--- src/verilog/ca_wdt_pkg.sv ---
// Constants for the counter array watchdog: register map, field layout,
// reset values and reset request pulse timing.
// Assumes an AXI4-Lite master with 32-bit data on the system clock.
package ca_wdt_pkg;
  // ==========================================================
  // Register byte addresses
  localparam logic [7:0] ADDR_MODE = 8'h00;
  localparam logic [7:0] ADDR_CTRL = 8'h04;
  localparam logic [7:0] ADDR_CNT_LO = 8'h08;
  localparam logic [7:0] ADDR_CNT_HI = 8'h0C;
  localparam logic [7:0] ADDR_M4_MODE = 8'h10;
  localparam logic [7:0] ADDR_OFFSET = 8'h14;
  localparam logic [7:0] ADDR_UPDATE = 8'h18;
  localparam logic [7:0] ADDR_IRQ_STAT = 8'h1C;
  localparam logic [7:0] ADDR_IRQ_MASK = 8'h20;
  // ==========================================================
  // Counter mode and control register fields
  localparam int MODE_IDLE_BIT = 7;
  localparam int MODE_WDT_BIT = 6;
  localparam int MODE_CPS_LSB = 1;
  localparam int MODE_CPS_W = 3;
  localparam int CTRL_RUN_BIT = 6;
  // ==========================================================
  // Reset values and fixed encodings
  localparam logic [7:0] MODE_RESET = 8'h40;
  localparam logic [7:0] M4_SWTIMER = 8'h48;
  localparam logic [7:0] BYTE_ZERO = 8'h00;
  localparam logic [15:0] CNT_ONE = 16'h0001;
  localparam logic [3:0] PRESC_12 = 4'hb;
  localparam logic [1:0] RESP_OKAY = 2'b00;
  localparam logic [1:0] RESP_SLVERR = 2'b10;
  // ==========================================================
  // Timing: reset request pulse length
  localparam int RST_PULSE_NS = 20;
  localparam int CLK_PERIOD_NS = 10;
  localparam logic [1:0] RST_PULSE_CYC = 2'((RST_PULSE_NS + CLK_PERIOD_NS - 1) / CLK_PERIOD_NS);
  // Interrupt status bits
  localparam int IRQ_MATCH_BIT = 0;
  localparam int IRQ_SERVICE_BIT = 1;
endpackage : ca_wdt_pkg

--- src/verilog/counter_array_watchdog.sv ---
// Watchdog built from compare module four of a capture counter array.
// Assumes an AXI4-Lite master on sys_clk and a system reset controller
// that takes wdt_reset_req and eventually drives rst_n low.
// How it works
// - A missing service lets the counter reach the update byte and reset follows.
// - Setting the watchdog enable bit turns module four into the watchdog.
// - Module four high byte compares to counter high; low byte holds offset.
// - The watchdog enable bit comes up set after every reset.
// - While enabled, the counter runs whatever the run bit says.
// - While enabled, writes to counter low and high bytes are dropped.
// - While enabled, clock select and idle control bits ignore writes.
// - While enabled, module four mode reads as software timer mode.
// - While enabled, writes to module four mode register are ignored.
// - While enabled, run bit writes do not stop the counter.
// - Run bit reads zero when only the watchdog keeps the counter running.
// - Update byte equal to counter high byte while enabled requests reset.
// - While enabled, any value written to the update register services the watchdog.
// - While enabled, an update write loads counter high byte plus offset into update.
//
// Decided for this implementation: the AXI4-Lite register port and the register offsets.
`timescale 1ns/1ps
module counter_array_watchdog
  import ca_wdt_pkg::*;
(
  input wire logic sys_clk,
  input wire logic rst_n,
  input wire logic ext_tick,
  input wire logic [7:0] s_axi_awaddr,
  input wire logic s_axi_awvalid,
  output logic s_axi_awready,
  input wire logic [31:0] s_axi_wdata,
  input wire logic [3:0] s_axi_wstrb,
  input wire logic s_axi_wvalid,
  output logic s_axi_wready,
  output logic [1:0] s_axi_bresp,
  output logic s_axi_bvalid,
  input wire logic s_axi_bready,
  input wire logic [7:0] s_axi_araddr,
  input wire logic s_axi_arvalid,
  output logic s_axi_arready,
  output logic [31:0] s_axi_rdata,
  output logic [1:0] s_axi_rresp,
  output logic s_axi_rvalid,
  input wire logic s_axi_rready,
  output logic wdt_reset_req,
  output logic irq
);

  // ==========================================================
  // State
  typedef struct packed {
    logic aw_full;
    logic [7:0] aw_addr;
    logic w_full;
    logic [7:0] w_data;
    logic w_lane0;
    logic bvalid;
    logic [1:0] bresp;
    logic rvalid;
    logic [31:0] rdata;
    logic [1:0] rresp;
    logic [7:0] mode;
    logic run_sw;
    logic [7:0] m4_mode;
    logic [15:0] counter;
    logic [3:0] presc;
    logic [7:0] offset;
    logic [7:0] update;
    logic [1:0] rst_cnt;
    logic rst_req;
    logic [1:0] stat;
    logic [1:0] mask;
    logic irq;
    logic tick_s1;
    logic tick_s2;
    logic tick_d;
    // Readies live in the state so that every bus output leaves a flop directly.
    logic aw_rdy;
    logic w_rdy;
    logic ar_rdy;
  } state_t;

  state_t st_reg;
  state_t st_next;

  // ==========================================================
  // Counter clock selection
  // Clock source select: 0 sysclk/12, 1 sysclk/4, 2 external tick edge, others sysclk.
  function automatic logic count_step(input logic [2:0] sel, input logic [3:0] presc,
                                      input logic ext_edge);
    case (sel)
      3'h0: count_step = (presc == PRESC_12);
      3'h1: count_step = (presc[1:0] == 2'h3);
      3'h2: count_step = ext_edge;
      default: count_step = 1'b1;
    endcase
  endfunction : count_step

  // ==========================================================
  // Watchdog enable
  logic wdt_on;
  assign wdt_on = st_reg.mode[MODE_WDT_BIT];

  // ==========================================================
  // Next-state logic
  always_comb begin
    logic step;
    logic ev_match;
    logic ev_service;
    logic [7:0] waddr;
    logic [7:0] rbyte;
    step = 1'b0;
    ev_match = 1'b0;
    ev_service = 1'b0;
    waddr = st_reg.aw_addr;
    rbyte = BYTE_ZERO;
    st_next = st_reg;

    // ==========================================================
    // External tick is synchronised before the edge detector sees it.
    // Only the second stage feeds the detector, so a metastable first stage
    // never reaches the counter.
    st_next.tick_s1 = ext_tick;
    st_next.tick_s2 = st_reg.tick_s1;
    st_next.tick_d = st_reg.tick_s2;

    // ==========================================================
    // Counter: runs when software or the watchdog says so.
    // The prescaler runs free whatever the select, so a rate change lands on
    // the next boundary and never leaves a partial count behind.
    // The watchdog forces the count on but leaves run_sw alone, so disabling
    // it hands control back to software unchanged.
    st_next.presc = (st_reg.presc == PRESC_12) ? 4'h0 : st_reg.presc + 4'h1;
    step = count_step(st_reg.mode[MODE_CPS_LSB +: MODE_CPS_W], st_reg.presc,
                      st_reg.tick_s2 & ~st_reg.tick_d);
    if ((st_reg.run_sw || wdt_on) && step) begin
      st_next.counter = st_reg.counter + CNT_ONE;
    end

    // ==========================================================
    // Match detection; the request lasts RST_PULSE_CYC cycles.
    // A match that persists re-arms once the pulse ends, so the reset is asked
    // for again if the first request was ignored.
    if (wdt_on && st_reg.update == st_reg.counter[15:8] &&
        st_reg.rst_cnt == 2'h0) begin
      st_next.rst_cnt = RST_PULSE_CYC;
      ev_match = 1'b1;
    end else if (st_reg.rst_cnt != 2'h0) begin
      st_next.rst_cnt = st_reg.rst_cnt - 2'h1;
    end
    st_next.rst_req = (st_next.rst_cnt != 2'h0);

    // ==========================================================
    // AXI write channels: address and data accepted in either order.
    // Both channels are freed when the write executes; a new item that comes
    // while the response still waits is parked until the response is taken.
    if (s_axi_awvalid && !st_reg.aw_full) begin
      st_next.aw_full = 1'b1;
      st_next.aw_addr = s_axi_awaddr;
      waddr = s_axi_awaddr;
    end
    if (s_axi_wvalid && !st_reg.w_full) begin
      st_next.w_full = 1'b1;
      st_next.w_data = s_axi_wdata[7:0];
      st_next.w_lane0 = s_axi_wstrb[0];
    end
    if (st_next.aw_full && st_next.w_full && !st_reg.bvalid) begin
      st_next.aw_full = 1'b0;
      st_next.w_full = 1'b0;
      st_next.bvalid = 1'b1;
      st_next.bresp = RESP_OKAY;
      if (!st_next.w_lane0) begin
        // A write without the low byte lane stores nothing.
      end else if (waddr == ADDR_MODE) begin
        // Only the enable bit stays writable while armed, so a stray write
        // cannot slow the counter and stretch the timeout.
        if (wdt_on) begin
          st_next.mode[MODE_WDT_BIT] = st_next.w_data[MODE_WDT_BIT];
        end else begin
          st_next.mode = st_next.w_data;
          if (st_next.w_data[MODE_WDT_BIT]) begin
            st_next.m4_mode = M4_SWTIMER;
          end
        end
      end else if (waddr == ADDR_CTRL) begin
        st_next.run_sw = st_next.w_data[CTRL_RUN_BIT];
      end else if (waddr == ADDR_CNT_LO) begin
        if (!wdt_on) begin
          st_next.counter[7:0] = st_next.w_data;
        end
      end else if (waddr == ADDR_CNT_HI) begin
        if (!wdt_on) begin
          st_next.counter[15:8] = st_next.w_data;
        end
      end else if (waddr == ADDR_M4_MODE) begin
        if (!wdt_on) begin
          st_next.m4_mode = st_next.w_data;
        end
      end else if (waddr == ADDR_OFFSET) begin
        st_next.offset = st_next.w_data;
      end else if (waddr == ADDR_UPDATE) begin
        if (wdt_on) begin
          // The written value is dropped: the write itself is the service, and
          // the reload always stands offset steps ahead of the counter.
          st_next.update = st_reg.counter[15:8] + st_reg.offset;
          ev_service = 1'b1;
        end else begin
          // With the watchdog off the register is a plain byte for set-up.
          st_next.update = st_next.w_data;
        end
      end else if (waddr == ADDR_IRQ_MASK) begin
        st_next.mask = st_next.w_data[1:0];
      end else if (waddr == ADDR_IRQ_STAT) begin
        // Status clears on read only.
      end else begin
        // Unmapped offsets answer with an error so a bad address is not silent.
        st_next.bresp = RESP_SLVERR;
      end
    end
    if (st_reg.bvalid && s_axi_bready) begin
      st_next.bvalid = 1'b0;
    end

    // ==========================================================
    // AXI read channel.
    if (s_axi_arvalid && !st_reg.rvalid) begin
      st_next.rvalid = 1'b1;
      st_next.rresp = RESP_OKAY;
      if (s_axi_araddr == ADDR_MODE) begin
        rbyte = st_reg.mode;
      end else if (s_axi_araddr == ADDR_CTRL) begin
        rbyte = BYTE_ZERO;
        // Shows what software asked for, not whether the watchdog forces the count.
        rbyte[CTRL_RUN_BIT] = st_reg.run_sw;
      end else if (s_axi_araddr == ADDR_CNT_LO) begin
        rbyte = st_reg.counter[7:0];
      end else if (s_axi_araddr == ADDR_CNT_HI) begin
        rbyte = st_reg.counter[15:8];
      end else if (s_axi_araddr == ADDR_M4_MODE) begin
        // While the watchdog is on, module four is reported as a software timer whatever was stored.
        rbyte = wdt_on ? M4_SWTIMER : st_reg.m4_mode;
      end else if (s_axi_araddr == ADDR_OFFSET) begin
        rbyte = st_reg.offset;
      end else if (s_axi_araddr == ADDR_UPDATE) begin
        rbyte = st_reg.update;
      end else if (s_axi_araddr == ADDR_IRQ_STAT) begin
        rbyte = {6'h00, st_reg.stat};
        st_next.stat = 2'b00;
      end else if (s_axi_araddr == ADDR_IRQ_MASK) begin
        rbyte = {6'h00, st_reg.mask};
      end else begin
        st_next.rresp = RESP_SLVERR;
      end
      st_next.rdata = {24'h00_0000, rbyte};
    end
    if (st_reg.rvalid && s_axi_rready) begin
      st_next.rvalid = 1'b0;
    end

    // ==========================================================
    // Events set after the read clear so that a same-cycle event is kept.
    if (ev_match) begin
      st_next.stat[IRQ_MATCH_BIT] = 1'b1;
    end
    if (ev_service) begin
      st_next.stat[IRQ_SERVICE_BIT] = 1'b1;
    end
    st_next.irq = |(st_next.stat & st_next.mask);

    // ==========================================================
    // Reset arms the watchdog, so a program that never reaches its set-up
    // code is still caught.
    if (!rst_n) begin
      st_next = '0;
      st_next.mode = MODE_RESET;
    end
    // Readies are the inverse of the holding flags that they guard.
    st_next.aw_rdy = !st_next.aw_full;
    st_next.w_rdy = !st_next.w_full;
    st_next.ar_rdy = !st_next.rvalid;
  end

  // ==========================================================
  // Register stage
  always_ff @(posedge sys_clk) begin
    st_reg <= st_next;
  end

  // ==========================================================
  // Outputs
  // The request and the interrupt are registered copies of the state as well.
  assign s_axi_awready = st_reg.aw_rdy;
  assign s_axi_wready = st_reg.w_rdy;
  assign s_axi_bvalid = st_reg.bvalid;
  assign s_axi_bresp = st_reg.bresp;
  assign s_axi_arready = st_reg.ar_rdy;
  assign s_axi_rvalid = st_reg.rvalid;
  assign s_axi_rdata = st_reg.rdata;
  assign s_axi_rresp = st_reg.rresp;
  assign wdt_reset_req = st_reg.rst_req;
  assign irq = st_reg.irq;

endmodule : counter_array_watchdog
--- config.mk ---
export PLATFORM = sky130hd
export DESIGN_NAME = counter_array_watchdog
export DESIGN_NICKNAME = d
export VERILOG_FILES = /design/src/verilog/ca_wdt_pkg.sv /design/src/verilog/counter_array_watchdog.sv
export SDC_FILE = /design/constraint.sdc
export NUM_CORES = 1
export LEC_CHECK = 0
export ABC_AREA = 0
export ABC_CLOCK_PERIOD_IN_PS = 2100
export BUFFER_PORTS_ARGS = -buffer_cell sky130_fd_sc_hd__buf_2
export CORE_MARGIN = 5
export CORE_UTILIZATION = 45
export DETAILED_ROUTE_END_ITERATION = 12
export GPL_TIMING_DRIVEN = 1
export HOLD_SLACK_MARGIN = 0.03
export PLACE_DENSITY = 0.79
export SLEW_MARGIN = 20
export SYNTH_ARGS = -nofsm -noshare
export SYNTH_HDL_FRONTEND = slang
export SYNTH_SLANG_ARGS = --single-unit
export TNS_END_PERCENT = 5
--- constraint.sdc ---
create_clock -name sys_clk -period 2.1 [get_ports sys_clk]
set_input_delay 0.42 -clock sys_clk [delete_from_list [all_inputs] [get_ports sys_clk]]
set_output_delay 0.42 -clock sys_clk [all_outputs]
set_load 0.005 [all_outputs]
Word level (Yosys, flattened, before mapping):

Cells that the tools add are included.
Widths: inputs -> output; s select.

* output and inout bits: 43
* logic and storage cells: 212
* input bits: 60
* flip-flop bits (word level): 100

* equal/unequal tests: 27
* bitwise gates (word level): 11
* add/sub/neg operators: 4
* reduce and logical (&&, ||, !) cells: 34
* muxes and demuxes: 107

Operators by type and width (count)
* $mux 8: 24
* $mux 16: 10
* $mux 124: 1
* $mux 2: 42
* $mux 33: 2
* $eq 8x5->1 const B: 8
* $mux 35: 1
* $eq 8x4->1 const B: 4
* $mux 24: 1
* $mux 1: 20
* $reduce_and 9->1: 2
* $add 16x1->16 const B: 1
* $eq 8x3->1 const B: 2
* $eq 8x6->1 const B: 2
* $logic_not 8->1: 2
* $logic_and 1x1->1: 10
* $mux 10: 1
* $mux 9: 1
* $not 1->1: 9
* $add 8x8->8: 1
* $eq 8x8->1: 1
* $ne 2x2->1 const B: 4
* $reduce_and 4->1: 2
* $reduce_and 8->1: 1
* 21 further kinds: 31

Logic depth before layout (Yosys ltp):

Gate-level depths: netlist (run 1).

* depth in word-level cells: 18
* gate-level depth with buffers: 9
* mapped depth without buffers: 9

Worst setup path after synthesis (run 1):

Ideal clock, no wire load.

* path kind: input to register
* from: input port s_axi_awaddr[6]
* to: register st_reg[52] (netlist bit)
* data required time: 2033 ps
* setup time: 67 ps
* stages on the path: 6
* path buffers: 0
* arrival: 2180 ps
* slack: -147 ps
* path through: or4_4 -> nor3_4 -> o211ai_2 -> a2111o_1 -> or3b_1 -> a21oi_2

* cells in the longest elaborated chain, start to end: 4
* elaborated cells between the ends (all ways): 15
* classes of those cells: 10 x eq/ne; 2 x mux; 3 x reduce/logical

RTL lines
* start, declared: RTL line counter_array_watchdog.sv:28 `input wire logic [7:0] s_axi_awaddr,`
* $mux 8 (*): RTL line counter_array_watchdog.sv:157 `if (s_axi_awvalid && !st_reg.aw_full) begin`
* $eq 8x3->1 (tied with other cells): RTL line counter_array_watchdog.sv:185 `end else if (waddr == ADDR_CTRL) begin`
* $ne 5x5->1 (no source line) (tied with other cells)
* $reduce_and 9->1 (no source line)
* end signal, assigned: RTL line counter_array_watchdog.sv:286 `st_reg <= st_next;`
* end, declared: RTL line counter_array_watchdog.sv:83 `state_t st_reg;`

Mark *: on every way between the ends. The rest lies on a longest branch, timed or not.
A chain may end at the register's enable or synchronous reset.

Final worst setup path (run 1):

* from: register st_reg[121] (netlist bit)
* to: register st_reg[57] (netlist bit)

* cells in the longest elaborated chain, start to end: 4
* elaborated cells between the ends (all ways): 15
* classes of those cells: 10 x eq/ne; 2 x mux; 3 x reduce/logical

RTL lines (RTL line)
* $mux 8 (*): counter_array_watchdog.sv:157
* $eq 8x3->1 (tied with other cells): counter_array_watchdog.sv:185
* $ne 5x5->1 (no source line) (tied with other cells)
* $reduce_and 9->1 (no source line)

Marks and branches as above.

==> out/results.md, run 1 <==
• **DR pass1 iterations** 5
• **H-Tree Depth** 3
• **unrepaired setup endpoints after global routing** true
• **area of the core** 11900 sq um
• **die span in x** 120 um
• **critical path endpoint** st_reg[57]$_SDFFE_PN0P_
• **floorplan die area** 14300 sq um
• **Syn Area/Cell** 8.31 sq um
• **average wire length per cell after detail routing** 16.4 um
• **Clock transition at path regs** 0.06 ns
• **area occupied by registers** 1960 sq um
• **number of inserted filler cells in the final layout** 1103
• **final std cell area, no fill** 6350 sq um
• **RR Endpoint** st_reg[57]$_SDFFE_PN0P_
• **final critical-path setup slack** -0.194 ns
• **Synthesis Warnings** 0
• **hold bufs inserted after CTS** 0
• **Worst Hold Margin** 0.278 ns
• **number of design rule violations left after detail routing** 0
• **type of element launching the critical path** register
• **violated checks** negative setup slack
• **number of global-route vias before repair** 4599
• **CTS tree** built
• **proportion of netlist area held by the largest area contributor** 36.3%
• **register bit total from synthesis** 98
• **crit path launch** st_reg[121]$_SDFFE_PN0N_
• **hold violation total from the final report** 0
• **post-synthesis cell type count** 70
• **met2 demand-to-capacity share in global routing** 30.6%
• **routed via count** 5023
• **gate count after technology mapping** 651
• **worst reg2reg setup slack** -0.19 ns
• **standard-cell row count** 40
• **critical path's slowest cell** or4_4
• **power density over the cells** 644 nW/um^2
• **placed wire-length estimate** 10500 um
• **end-of-flow core utilization** 53.3%
• **effective utilization at floorplan** 45.4%
• **arrival time of data at the critical path endpoint** 2.58 ns
• **max-slew violation total from the final report** 0
• **Post-layout nets** 806
• **chain of cells forming the critical path** or4_4 > nor3_4 > o211ai_4 > a2111o_1 > or3b_1 > a21oi_2
• **total track usage** 19.8%
• **transition time of the tightest slew-check pin** 0.584 ns
• **worst setup path category** register to register
• **clk sinks** 98
• **flip-flop count of the largest register, all copies and words added** 81
• **most instantiated cells after synthesis** dfxtp_1 (98), a21oi_1 (56), nor2_1 (56)
• **largest net degree at the start of global routing** 46
• **total CTS buffers** 9
• **depth of the most critical reg-to-reg path** 6
• **area taken by multi-input logic gates** 3060 sq um
• **top-level I/O count** 103
• **routability congestion estimate from global placement** 0.976
• **total inserted antenna cells** 0
• **global-route track usage on met1** 26.3%
• **worst hold path class** input port to register
• **peak supply drop** 0.467 mV
• **total wire length after detailed routing** 14500 um
• **Top delay family on crit path** simple AND/OR/NAND/NOR gates
• **most common cell in the netlist** dfxtp_1
• **relative max-transition margin** 61.1%
• **average vias per placed instance** 5.68
• **Port Buffer Count** 49
• **leakage power total** 2.65 nW
• **residual overflow from global routing** 0
• **root buffer cell** clkbuf_16
• **initial antenna violation count** 0
• **pre-CTS setup slack** -0.454 ns
• **peak fanout along the critical path** 5
• **most used routing layer** met2
• **count of buffering cells on the critical path with inverters included** 0
• **total standard cell area after synthesis** 5410 sq um
• **CP max stage delay** 0.57 ns
• **cell area after placement** 5990 sq um
• **number of nets still failing antenna checks after routing** 0
• **achievable clock frequency** 436 MHz
• **reg-to-reg critical path startpoint** st_reg[121]$_SDFFE_PN0N_
• **fraction of met3 tracks used by global routing** 5.33%
• **wire length of the first global-routing pass** 22800 um
• **share of synthesized area occupied by flip-flops and latches** 36.3%
• **die height** 120 um
• **status** complete, but fails checks
• **number of max-cap violations** 0
• **final period demand of the worst path** 2.29 ns
• **final worst-path cycle share** 109%
• **leading area contributor after synthesis** dfxtp_1
• **clock latency reported for the late side of the worst-skew pair** 0.35 ns
• **nature of the critical path endpoint** register
• **Setup Skew** 0.00720 ns
• **ranking of synthesized cells by area** dfxtp_1 (36%), a21oi_1 (5.2%), o21ai_0 (5.1%)
• **most used flip-flop cell after synthesis** dfxtp_1
• **area grow syn2layout** 17.4%
• **count of final setup violators** 9
• **maximum root-to-sink buffer count** 2
• **count of flip-flops with a built-in enable after synthesis** 0
• **data required time at the worst endpoint** 2.38 ns
• **Critical Path Stages** 6
• **Async SR Flop Fraction** 0%
• **Detailed Route Iter0 Violations** 323
• **fraction of layout instances using a drive strength above 1** 22.1%
stage by stage:
stage	std cells	power (mW)	setup TNS, ns
after floorplan	676	2.33	-2.39
after global placement	870	2.48	-10.60
after detailed placement	870	2.49	-12.88
after CTS	885	4.09	-0.806
after global routing	885	4.24	-2.31
final	885	4.09	-0.781
worst min-delay path by stage:
stage,from,to,slack [ns],cells past startpoint
6_report,ext_tick,st_reg[5]$_SDFF_PN0_,0.28,2
2_1_floorplan,st_reg[5]$_SDFF_PN0_,st_reg[4]$_SDFF_PN0_,0.41,1
3_3_place_gp,st_reg[5]$_SDFF_PN0_,st_reg[4]$_SDFF_PN0_,0.41,1
3_5_place_dp,st_reg[5]$_SDFF_PN0_,st_reg[4]$_SDFF_PN0_,0.42,1
4_1_cts,ext_tick,st_reg[5]$_SDFF_PN0_,0.28,2
5_1_grt,ext_tick,st_reg[5]$_SDFF_PN0_,0.28,2
routing by layer:
layer	vias to the layer above	share of wire, %	wire length (um)
li1	2427	-	-
met3	37	8.6	1240
met4	0	3.0	435
met2	236	44	6450
met5	-	0	0
met1	2323	44	6400
report_power, final:
| group | switching, mW | internal, mW | leakage (nW) |
|---|---|---|---|
| Sequential | 0.0342 | 1.92 | 0.798 |
| Combinational | 0.301 | 0.217 | 1.71 |
| Clock | 0.680 | 0.933 | 0.136 |
cells in the final DEF (no fill, tap or decap), types with 6 or more instances in the layout:
cell type / instances
nand2b_1: 15
dfxtp_1: 97
a31oi_1: 9
and2_1: 7
and3_1: 8
inv_1: 23
xor2_1: 11
nor2_1: 56
buf_4: 67
nand4_1: 8
a21oi_1: 54
nand2_1: 50
conb_1: 26
ha_1: 9
nand3_1: 11
mux2_2: 9
buf_2: 49
o21ai_0: 54
mux2i_1: 24
a211oi_1: 10
or3_1: 7
nor3_1: 12
xnor2_1: 17
clkbuf_16: 9
nor4_1: 10
a22oi_1: 6
final cells by class:
| type | count | area share (%) |
|---|---|---|
| Clock buffer | 10 | 3.76 |
| Inverter | 24 | 1.42 |
| Sequential cell | 98 | 30.9 |
| Clock inverter | 3 | 0.670 |
| Multi-Input combinational cell | 485 | 48.2 |
| Tap cell | 147 | 2.90 |
| Timing Repair Buffer | 118 | 12.1 |
timing repair:
item                                   CTS  global route
gates resized for setup                  3            11
setup endpoints to repair               22            52
endpoints found under the hold margin    0             0
cloned                                   1             0
setup buffers                            1             0
pin swaps                                3             6
logic make-up after synthesis:
family / after synthesis / synth area share, %
AO/OA/AOI/OAI: 172 / 19.4
XOR/XNOR: 28 / 4.53
adder cells (fa/ha/maj): 10 / 2.45
buffers and inverters: 94 / 10.1
flip-flops: 98 / 36.3
multiplexers: 35 / 6.68
other: 1 / 0.0693
AND/OR/NAND/NOR: 213 / 20.5
(Power assumes the default switching activity.)
==> run 2: changes to the inputs <==
Settings changed: SETUP_SLACK_MARGIN set to 0.05, SKIP_LAST_GASP set to 1.
==> out/results.md, run 2 (synthesized netlist as in run 1, its figures left out) <==
• **hold bufs inserted after CTS** 0, unchanged
• **sum of negative setup slack** -1.29 ns, -0.511 ns
• **area of the core** 11900 sq um, unchanged
• **die height** 120 um, unchanged
• **flip-flop count of the largest register, all copies and words added** 81, unchanged
• **count of buffering cells on the critical path with inverters included** 0, unchanged
• **largest net degree at the start of global routing** 46, unchanged
• **status** complete, but fails checks
• **number of nets still failing antenna checks after routing** 0, unchanged
• **depth of the most critical reg-to-reg path** 6, unchanged
• **count of final setup violators** 22, +13
• **Top delay family on crit path** simple AND/OR/NAND/NOR gates
• **average vias per placed instance** 5.62, -0.96%
• **die span in x** 120 um, unchanged
• **commonest cells after routing, fill and taps aside** dfxtp_1 (98), buf_4 (69), nor2_1 (56), a21oi_1 (56), o21ai_0 (55)
• **H-Tree Depth** 3, unchanged
• **CP max stage delay** 0.57 ns, about the same
• **root buffer cell** clkbuf_16
• **total track usage** 19.8%, unchanged
• **clock latency reported for the late side of the worst-skew pair** 0.35 ns, about the same
• **floorplan die area** 14300 sq um, unchanged
• **Worst Hold Margin** 0.280 ns, +0.00225 ns
• **final worst-path cycle share** 107%, -2.0 points
• **Detailed Route Iter0 Violations** 335, +3.7%
• **unrepaired setup endpoints after global routing** true
• **critical path's slowest cell** or4_4
• **Setup Skew** 0.00723 ns, +0.0000320 ns
• **cell area after placement** 5990 sq um, unchanged
• **average wire length per cell after detail routing** 16.2 um, -1.2%
• **most frequent standard cell in the layout excluding fill and tap cells** dfxtp_1
• **data required time at the worst endpoint** 2.38 ns, about the same
• **arrival time of data at the critical path endpoint** 2.53 ns, -0.05 ns
• **total CTS buffers** 9, unchanged
• **number of global-route vias before repair** 4603, +0.087%
• **total design power** 4.08 mW, -0.19%
• **achievable clock frequency** 444 MHz, +1.8%
• **cell total after placement** 870, unchanged
• **hold violation total from the final report** 0, unchanged
• **Clock transition at path regs** 0.06 ns, about the same
• **transition time of the tightest slew-check pin** 0.558 ns, -0.0254 ns
• **worst setup path category** register to register
• **nature of the critical path endpoint** register
• **Critical Path Stages** 6, unchanged
• **final std cell area, no fill** 6300 sq um, -0.71%
• **max-slew violation total from the final report** 0, unchanged
• **wire length of the first global-routing pass** 22800 um, unchanged
• **routability congestion estimate from global placement** 0.976, unchanged
• **fraction of layout instances using a drive strength above 1** 21.0%, -1.1 points
• **top-level I/O count** 103, unchanged
• **relative max-transition margin** 62.8%, +1.7 points
• **total inserted antenna cells** 0, unchanged
• **number of design rule violations left after detail routing** 0, unchanged
• **pre-CTS setup slack** -0.454 ns, unchanged
• **routed via count** 4975, -0.96%
• **violated checks** negative setup slack
• **number of standard cells in the layout, taps in and fillers out** 885, unchanged
• **peak supply drop** 0.454 mV, -2.8%
• **total wire length after detailed routing** 14400 um, -1.2%
• **DR pass1 iterations** 5, unchanged
• **initial antenna violation count** 0, unchanged
• **final critical-path setup slack** -0.153 ns, +0.0411 ns
• **Port Buffer Count** 49, unchanged
• **CTS tree** built
• **standard-cell row count** 40, unchanged
• **peak fanout along the critical path** 5, unchanged
• **type of element launching the critical path** register
• **worst hold path class** input port to register
• **maximum root-to-sink buffer count** 2, unchanged
• **residual overflow from global routing** 0, unchanged
• **final period demand of the worst path** 2.25 ns, -0.0411 ns
• **number of max-cap violations** 0, unchanged
• **leakage power total** 2.65 nW, +0.30%
• **worst hold stages** 2, unchanged
• **chain of cells forming the critical path** or4_4 > nor3_4 > o211ai_2 > a2111o_1 > or3b_1 > a21oi_1
• **Post-layout nets** 806, unchanged
• **power density over the cells** 647 nW/um^2, +0.52%
• **placed wire-length estimate** 10500 um, unchanged
• **end-of-flow core utilization** 52.9%, -0.38 points
• **effective utilization at floorplan** 45.4%, unchanged
• **area grow syn2layout** 16.5%
• **clk sinks** 98, unchanged
## run 2: changes by cell type in the layout (fill, tap and decap cells not counted), moves of 2 or more
cell     before  now
mux2i_1      24   26
buf_6         2    0
buf_4        67   69
a21oi_2       4    2
a21oi_1      54   56
mux2i_2       2    0
## run 2: what timing repair did
item	in CTS	in global routing
cloned	1	0
gates resized for setup	2	0
pin swaps	1	0
setup buffers	1	0
setup endpoints to repair	39	54
## run 2: worst register-to-register path: stages, from the launching register on
cell      delay [ns]
dfxtp_1         0.31
or4_4           0.57
nor3_4          0.16
o211ai_2        0.15
a2111o_1        0.40
or3b_1          0.41
a21oi_1         0.17
## run 2: final timing paths
| kind | start | end | slack [ns] |
|---|---|---|---|
| worst max register to register | st_reg[121]$_SDFFE_PN0N_ | st_reg[57]$_SDFFE_PN0P_ | -0.15 |
| worst max-delay path | st_reg[121]$_SDFFE_PN0N_ | st_reg[57]$_SDFFE_PN0P_ | -0.15 |
| worst min-delay path | ext_tick | st_reg[5]$_SDFF_PN0_ | 0.28 |
| worst min register to register | st_reg[5]$_SDFF_PN0_ | st_reg[4]$_SDFF_PN0_ | 0.43 |
## run 2: layout make-up
type	count	area (sq um)
Fill cell	1107	5610
Clock buffer	10	239
Clock inverter	3	42.5
Multi-Input combinational cell	485	3020
Tap cell	147	184
Timing Repair Buffer	118	763
Sequential cell	98	1960
Inverter	24	90.1
## run 2: where the power goes
group          switching (mW)  internal, mW  total (mW)  leakage [nW]
clock                   0.683         0.933        1.62         0.136
sequential             0.0337          1.92        1.95         0.798
combinational           0.294         0.214       0.508          1.72
total                    1.01          3.07        4.08          2.65
## run 2: layer usage
metal / up-vias / track usage, % / wire length [um]
met1: 2282 / 26.3 / 6190
li1: 2427 / - / -
met4: 0 / 8.16 / 420
met5: - / 0 / 0
met3: 32 / 5.33 / 1400
met2: 234 / 30.6 / 6350
